### config.mk
export PLATFORM = sky130hd
export DESIGN_NAME = qeo_top
export DESIGN_NICKNAME = d
export VERILOG_FILES = /design/src/qeo_pkg.sv /design/src/qeo_gap_timer.sv /design/src/qeo_top.sv
export SDC_FILE = /design/constraint.sdc
export NUM_CORES = 1
export LEC_CHECK = 0
export ABC_AREA = 1
export BUFFER_PORTS_ARGS = -buffer_cell sky130_fd_sc_hd__buf_2
export CAP_MARGIN = 40
export CORE_MARGIN = 5
export CORE_UTILIZATION = 40
export DETAILED_ROUTE_END_ITERATION = 6
export SLEW_MARGIN = 5
export SYNTH_ARGS = -nofsm -noshare
export SYNTH_HDL_FRONTEND = slang
export SYNTH_HIERARCHICAL = 1
export SYNTH_SLANG_ARGS = --single-unit
### constraint.sdc
create_clock -name ref_clk -period 6.9 [get_ports ref_clk]
set_input_delay 0.345 -clock ref_clk [delete_from_list [all_inputs] [get_ports ref_clk]]
set_output_delay 0.345 -clock ref_clk [all_outputs]
set_load 0.005 [all_outputs]
### src/qeo_pkg.sv
// shared constants, types and helper functions of the quadrature output stage
package qeo_pkg;

  // ----------------------------------------------------------------
  // timing
  // ----------------------------------------------------------------
  localparam int CLK_PERIOD_NS = 25;
  localparam int GAP_W = 10;
  localparam int GAP_0_NS = 120;
  localparam int GAP_1_NS = 290;
  localparam int GAP_2_NS = 480;
  localparam int GAP_3_NS = 1000;
  localparam int GAP_4_NS = 2000;
  localparam int GAP_5_NS = 4000;
  localparam int GAP_6_NS = 8000;
  localparam int GAP_7_NS = 16000;
  localparam int GAP_8_NS = 24000;

  // ----------------------------------------------------------------
  // resolution (fine step from the field interpolator is 5 um)
  // ----------------------------------------------------------------
  localparam int FINE_UM = 5;
  localparam int RES_0_UM = 5;
  localparam int RES_1_UM = 10;
  localparam int RES_2_UM = 25;
  localparam int RES_3_UM = 50;
  localparam int POLE_PITCH_UM = 5000;
  localparam int RATIO_W = 4;
  localparam int BACKLOG_W = 8;

  // quadrature levels {lead, lag}
  localparam logic [1:0] QUAD_RESET = 2'h0;
  localparam logic [1:0] QUAD_INDEX = 2'h3;

  typedef struct packed {
    logic ref_opt;      // reference output fitted
    logic diff_mode;    // 1: complementary pairs, 0: supply-level single ended
    logic [1:0] res_sel;
    logic [3:0] gap_sel;
  } qeo_cfg_t;

  // least time rounds up to whole cycles
  function automatic logic [GAP_W-1:0] ns_to_cyc(input int ns);
    int c;
    c = (ns + CLK_PERIOD_NS - 1) / CLK_PERIOD_NS;
    if (c < 1) begin
      c = 1;
    end
    return GAP_W'(c);
  endfunction

  function automatic logic [GAP_W-1:0] gap_cycles(input logic [3:0] sel);
    case (sel)
      4'h0: return ns_to_cyc(GAP_0_NS);
      4'h1: return ns_to_cyc(GAP_1_NS);
      4'h2: return ns_to_cyc(GAP_2_NS);
      4'h3: return ns_to_cyc(GAP_3_NS);
      4'h4: return ns_to_cyc(GAP_4_NS);
      4'h5: return ns_to_cyc(GAP_5_NS);
      4'h6: return ns_to_cyc(GAP_6_NS);
      4'h7: return ns_to_cyc(GAP_7_NS);
      default: return ns_to_cyc(GAP_8_NS);
    endcase
  endfunction

  function automatic logic [RATIO_W-1:0] res_ratio(input logic [1:0] sel);
    case (sel)
      2'h0: return RATIO_W'(RES_0_UM / FINE_UM);
      2'h1: return RATIO_W'(RES_1_UM / FINE_UM);
      2'h2: return RATIO_W'(RES_2_UM / FINE_UM);
      default: return RATIO_W'(RES_3_UM / FINE_UM);
    endcase
  endfunction

  // forward order: lead moves first -> 00,10,11,01
  function automatic logic [1:0] quad_fwd(input logic [1:0] q);
    return {~q[0], q[1]};
  endfunction

  function automatic logic [1:0] quad_rev(input logic [1:0] q);
    return {q[0], ~q[1]};
  endfunction

endpackage

### src/qeo_gap_timer.sv
// spacing timer that holds off the next quadrature edge
`timescale 1ns/10ps
module qeo_gap_timer #(
  parameter int GW = 10
) (
  input wire logic ref_clk,          // 40 MHz clock
  input wire logic rst_n,            // synchronous reset
  input wire logic clk_en,           // freezes the count while low
  input wire logic start,            // an edge was emitted this cycle
  input wire logic [GW-1:0] cycles,  // least spacing in cycles
  output logic ready                 // next edge allowed
);

  logic [GW-1:0] cnt_ff;
  logic [GW-1:0] nxt_cnt;

  // age of the last edge, compared with the live spacing: a wider
  // spacing chosen after an edge still holds off the next one
  assign nxt_cnt = start ? GW'(1) :
                   (cnt_ff == '1) ? cnt_ff : cnt_ff + GW'(1);
  assign ready = (cnt_ff >= cycles);

  always_ff @(posedge ref_clk) begin
    if (!rst_n) begin
      cnt_ff <= '1;
    end else if (clk_en) begin
      cnt_ff <= nxt_cnt;
    end
  end

endmodule

### src/qeo_top.sv
// quadrature output stage: fine steps in, spaced A/B/index square waves out
//
// Notes on behaviour
// lead and lag run a quarter period apart
// forward lead moves first, reverse lag first
// one channel edge per resolution step
// resolution 5, 10, 25 or 50 um
// complementary pairs or single-ended supply-level outputs
// never two edges closer than chosen spacing
// index at reference position, lamp shows it
// same position gives same count, within one
// controller counts faster than edge rate
// controller counts four edges per period
// no motion keeps channels steady
`timescale 1ns/10ps
module qeo_top (
  input wire logic ref_clk,                   // 40 MHz clock
  input wire logic rst_n,                     // synchronous reset
  input wire logic clk_en,                    // freezes all state while low
  input wire qeo_pkg::qeo_cfg_t cfg_pins,     // configuration straps (pins)
  input wire logic fine_step,                 // one 5 um step from interpolator
  input wire logic fine_fwd,                  // direction of that step
  input wire logic ref_mark,                  // reference position seen
  output logic quad_channel_lead_p,           // lead channel
  output logic quad_channel_lead_n,           // lead complement
  output logic quad_channel_lag_p,            // lag channel
  output logic quad_channel_lag_n,            // lag complement
  output logic index_pulse_p,                 // index
  output logic index_pulse_n,                 // index complement
  output logic compl_oe,                      // complements driven
  output logic ref_lamp,                      // reference indicator
  output logic overspeed                      // backlog saturated, count lost
);

  // ----------------------------------------------------------------
  // configuration straps
  // ----------------------------------------------------------------
  qeo_pkg::qeo_cfg_t cfg_s1_ff;
  qeo_pkg::qeo_cfg_t cfg_s2_ff;

  always_ff @(posedge ref_clk) begin
    if (!rst_n) begin
      cfg_s1_ff <= '0;
      cfg_s2_ff <= '0;
    end else if (clk_en) begin
      cfg_s1_ff <= cfg_pins;
      cfg_s2_ff <= cfg_s1_ff;
    end
  end

  wire logic [qeo_pkg::RATIO_W-1:0] ratio = qeo_pkg::res_ratio(cfg_s2_ff.res_sel);
  wire logic [qeo_pkg::GAP_W-1:0] gap_cyc = qeo_pkg::gap_cycles(cfg_s2_ff.gap_sel);

  // ----------------------------------------------------------------
  // fine position within one increment
  // ----------------------------------------------------------------
  // exact modulo tracking keeps the count repeatable on return
  logic [qeo_pkg::RATIO_W-1:0] fine_ff;
  logic [qeo_pkg::RATIO_W-1:0] nxt_fine;
  wire logic step_ok = clk_en & fine_step;
  wire logic wrap_fwd = step_ok & fine_fwd & (fine_ff >= ratio - qeo_pkg::RATIO_W'(1));
  wire logic wrap_rev = step_ok & ~fine_fwd & (fine_ff == '0);

  assign nxt_fine = wrap_fwd ? '0 :
                    wrap_rev ? ratio - qeo_pkg::RATIO_W'(1) :
                    (step_ok & fine_fwd) ? fine_ff + qeo_pkg::RATIO_W'(1) :
                    step_ok ? fine_ff - qeo_pkg::RATIO_W'(1) : fine_ff;

  // ----------------------------------------------------------------
  // edge backlog and pacing
  // ----------------------------------------------------------------
  localparam int BW = qeo_pkg::BACKLOG_W;
  logic signed [BW-1:0] backlog_ff;
  logic [1:0] quad_ff;
  logic gap_ready;

  wire logic edge_pend = (backlog_ff != '0);
  wire logic edge_fwd = ~backlog_ff[BW-1];
  wire logic edge_go = clk_en & edge_pend & gap_ready;
  wire logic [1:0] quad_step = edge_fwd ? qeo_pkg::quad_fwd(quad_ff) :
                                          qeo_pkg::quad_rev(quad_ff);
  wire logic [1:0] nxt_quad = edge_go ? quad_step : quad_ff;

  wire logic signed [BW:0] delta = (wrap_fwd ? (BW+1)'(1) : '0)
                                 - (wrap_rev ? (BW+1)'(1) : '0)
                                 - ((edge_go & edge_fwd) ? (BW+1)'(1) : '0)
                                 + ((edge_go & ~edge_fwd) ? (BW+1)'(1) : '0);
  wire logic signed [BW:0] sum = {backlog_ff[BW-1], backlog_ff} + delta;
  // limitation: motion faster than the spacing allows fills the backlog
  wire logic sat = (sum[BW] != sum[BW-1]);
  wire logic signed [BW-1:0] nxt_backlog = sat ? backlog_ff : sum[BW-1:0];

  qeo_gap_timer #(
    .GW(qeo_pkg::GAP_W)
  ) u_gap (
    .ref_clk(ref_clk),
    .rst_n(rst_n),
    .clk_en(clk_en),
    .start(edge_go),
    .cycles(gap_cyc),
    .ready(gap_ready)
  );

  // ----------------------------------------------------------------
  // index
  // ----------------------------------------------------------------
  logic ref_arm_ff;
  logic idx_ff;
  wire logic arm_set = clk_en & ref_mark & cfg_s2_ff.ref_opt;
  wire logic idx_hit = edge_go & ref_arm_ff & (quad_step == qeo_pkg::QUAD_INDEX);
  // a new mark in the cycle the old one is used keeps the arm set
  wire logic nxt_arm = arm_set | (ref_arm_ff & ~idx_hit);
  wire logic nxt_idx = edge_go ? idx_hit : idx_ff;

  // ----------------------------------------------------------------
  // state registers
  // ----------------------------------------------------------------
  always_ff @(posedge ref_clk) begin
    if (!rst_n) begin
      fine_ff <= '0;
      backlog_ff <= '0;
      quad_ff <= qeo_pkg::QUAD_RESET;
      ref_arm_ff <= 1'b0;
      idx_ff <= 1'b0;
    end else if (clk_en) begin
      fine_ff <= nxt_fine;
      backlog_ff <= nxt_backlog;
      quad_ff <= nxt_quad;
      ref_arm_ff <= nxt_arm;
      idx_ff <= nxt_idx;
    end
  end

  // ----------------------------------------------------------------
  // output drivers
  // ----------------------------------------------------------------
  // complements held low when single ended so unused wires stay quiet
  wire logic dm = cfg_s2_ff.diff_mode;

  always_ff @(posedge ref_clk) begin
    if (!rst_n) begin
      quad_channel_lead_p <= 1'b0;
      quad_channel_lead_n <= 1'b0;
      quad_channel_lag_p <= 1'b0;
      quad_channel_lag_n <= 1'b0;
      index_pulse_p <= 1'b0;
      index_pulse_n <= 1'b0;
      compl_oe <= 1'b0;
      ref_lamp <= 1'b0;
      overspeed <= 1'b0;
    end else if (clk_en) begin
      quad_channel_lead_p <= nxt_quad[1];
      quad_channel_lag_p <= nxt_quad[0];
      quad_channel_lead_n <= dm & ~nxt_quad[1];
      quad_channel_lag_n <= dm & ~nxt_quad[0];
      index_pulse_p <= nxt_idx;
      index_pulse_n <= dm & ~nxt_idx;
      compl_oe <= dm;
      ref_lamp <= nxt_idx;
      overspeed <= sat | overspeed;
    end
  end

  // edge age kept apart from the pacing timer, for the spacing check
  logic [qeo_pkg::GAP_W-1:0] since_ff;

  always_ff @(posedge ref_clk) begin
    if (!rst_n) begin
      since_ff <= '1;
    end else if (clk_en) begin
      since_ff <= edge_go ? qeo_pkg::GAP_W'(1) :
                  (since_ff == '1) ? since_ff : since_ff + qeo_pkg::GAP_W'(1);
    end
  end

  wire logic [1:0] quad_out = {quad_channel_lead_p, quad_channel_lag_p};
endmodule

==> results.yml <==
grt:
  grt_max_degree: 31
  grt_pass1_vias: 2691
  grt_pass1_wl_mm: 12.0
  track_usage: 0.138
  antenna_found_initial: 0
  grt_overflow: 0
placement:
  dp_hpwl_mm: 5.34
  numPortBuffers: 22
  globalplace.congestion: 0.837
clock_network:
  clk_pin_slew_ps: 100
  clock_latency_ps: 300
  ctsResizeCount: 0
  postCtsSetupBuffers: 0
  cts_sinks: 56
  cts_buffers: 5
  cts.path.max_buffers: 2
  clock-root-buffer: "clkbuf_8"
  ctsHoldBuffers: 0
  cts_tree: "yes"
  htree_levels: 2
die:
  die_w_um: 103
  die_area_sq_mm: 0.0107
  placement_rows: 34
  start_util: 0.405
  ios: 23
  fp.dieH_um: 103
  core_area_sq_mm: 0.00864
logic_synthesis:
  synth_area_sq_mm: 0.00349
  syn-num-nets: 542
  ys_warn_count: 6
  synthCells: 492
  ys_seq_area_frac: 0.321
  synth_seq_cells: 56
  syn_avg_cell_area_sq_um: 7.10
  synthDistinctLibCells: 43
finish:
  final_layout_size_suffix_gt1_frac: 0.128
  n_antenna_cell: 0
  layout.nets: 558
  final_util: 0.435
  syn_to_final_growth_pct: 7.59
worst_setup_path:
  crit_path_end_kind: "flop"
  slowest_delay_ps: 390
  cp_data_arrival_time_ps: 3940
  path_class: "reg -> reg"
  worstPathMaxFanout: 13
  cp_common_cell: "nor2_1"
  rr_startpoint: "cfg_s2_ff[3]"
  crit_start: "cfg_s2_ff[3]"
  rrSetupSlack_ps: 3160
  start_kind: "flop"
  worstPathRequired_ps: 7100
  crit_chain: "or2_2, inv_1, ha_1, a21oi_1, nor2_1, nor2_1, nand4_1, nand2_1, inv_1, nand2_1, nor2_1, ha_1, fa_1, inv_1, fa_1, nand2_1, nand2_1, nand3_2, nand3_1, nand2_2, nand2_2, nand3_4, nor2_1, nor2_1"
  slowest_stage: "fa_1"
hold_path:
  hp-class: "in -> reg"
  worstHoldStart: "cfg_pins[7]"
timing:
  fin_skew_ps: 9.51
  setup_viol: 0
  relSlewSlack: 0.573
  finalSetupTns_ps: 0
  hold_slack_ps: 265
  drv_slew: 0
  timing.final.crit_period_ps: 3740
  tightest_slew_ps: 640
  hold_viol_final: 0
  rsz0062_at_grt: "false"
  fmax_ghz: 0.267
  finalCritPeriodShare: 0.543
pwr:
  clkPwrFrac: 0.151
  pwr-share-seq: 0.303
  vdd_drop_max_v: 0.000128
  switching_share: 0.443
  power.internal_w: 0.000766
  power.switching_w: 0.000610
  combinationalPowerShare: 0.546
  power_density_mw_per_mm2: 366
  leakage_nw: 1.89
routing:
  dr.pass1.iters: 4
  routed_wirelength_mm: 6.95
  vias: 2951
  drc: 0
  first_iter_violations: 122
  ant_nets: 0
  avgViaCountPerCell: 4.78
  wire_per_inst_um: 11.3
status:
  status: "finished, final reports clean"
flow_run:
  drv_cap: 0
cell type report:
| type | instances | area [sq um] |
|---|---|---|
| multi-input cells | 347 | 2000 |
| well taps | 108 | 135 |
| clock buffers | 6 | 72.6 |
| clock inverters | 2 | 35.0 |
| inverters | 76 | 285 |
| fillers | 908 | 4880 |
| repair buffers | 22 | 110 |
| flip-flops and latches | 56 | 1120 |
cell usage after synthesis (all sizes together):
cell type	n	area [sq um]
a21oi	28	155
a31oi	2	12.5
and2	1	6.26
buf	8	57.6
clkbuf	5	30.0
conb	2	7.51
dfxtp	56	1120
fa	3	60.1
ha	33	413
inv	76	285
mux2i	1	10.0
nand2	112	463
nand3	40	218
nand3b	1	7.51
nand4	6	52.6
nor2	75	299
nor3	5	41.3
nor3b	1	7.51
o2111ai	1	8.76
o211ai	1	7.51
o21a	1	7.51
o21ai	16	80.1
o21bai	2	15.0
or2	5	31.3
xnor2	5	43.8
xor2	6	52.6
power groups by stage:
stage | Clock (W) | Sequential, W | Combinational, W
2_1_floorplan | 0 | 0.000406 | 0.000640
3_3_place_gp | 0 | 0.000423 | 0.000733
3_5_place_dp | 0 | 0.000424 | 0.000754
4_1_cts | 0.000214 | 0.000417 | 0.000757
5_1_grt | 0.000230 | 0.000424 | 0.000862
6_report | 0.000208 | 0.000416 | 0.000751
placed cells by master (no fill, tap or decap), drive strengths merged:
cell / n
nor3: 5
o211ai: 1
mux2i: 1
o21ai: 16
nand3: 40
nor3b: 1
fa: 3
nand4: 6
a31oi: 2
or2: 5
nand2: 112
xor2: 6
conb: 2
inv: 76
nand3b: 1
dfxtp: 56
and2: 1
ha: 33
o2111ai: 1
o21a: 1
bufinv: 1
o21bai: 2
a21oi: 28
buf: 22
nor2: 75
clkinv: 1
clkbuf: 6
xnor2: 5
worst max-delay path, delay by kind of cell (launching register included):
kind | cells | cell delay, ps
AOI/OAI and AO/OA | 1 | 150
adders and majority gates | 4 | 1130
and+or+nand+nor | 16 | 1790
buffers and inverters | 3 | 210
DFF | 1 | 380
routing by layer:
metal  GRT usage  part of all wire  vias to the layer above  routed length (um)
met5           0                 0                        -                   0
met4      0.0319            0.0098                        0                  68
met3      0.0275             0.038                        6                 264
met2       0.217              0.44                       40                3040
met1       0.194              0.51                     1329                3580
li1            -                 -                     1576                   -
cell families (layout without fill, tap and decap cells):
logic type,count (synthesis),after routing,share of synthesized area
fa+ha+maj,36,36,0.135
flops,56,56,0.321
other cells,2,2,0.00215
buf+inv,89,106,0.107
mux,1,1,0.00287
simple gates,246,246,0.322
xor+xnor,11,11,0.0276
compound gates,51,51,0.0820
stage by stage:
step / cells / worst slack, ps / total power (W) / cell area [sq um]
after floorplan: 492 / 3410 / 0.00105 / 3490
after global placement: 609 / 3240 / 0.00116 / 3650
after detailed placement: 609 / 3140 / 0.00118 / 3650
after CTS: 617 / 3140 / 0.00139 / 3760
after global routing: 617 / 2790 / 0.00152 / 3760
final: 617 / 3160 / 0.00138 / 3760
final timing paths:
kind,to,cells past startpoint
max,backlog_ff[3],24
max reg2reg,backlog_ff[3],24
min reg2reg,index_pulse_n,2
min,cfg_s1_ff[7],3
(Power assumes the default switching activity.)
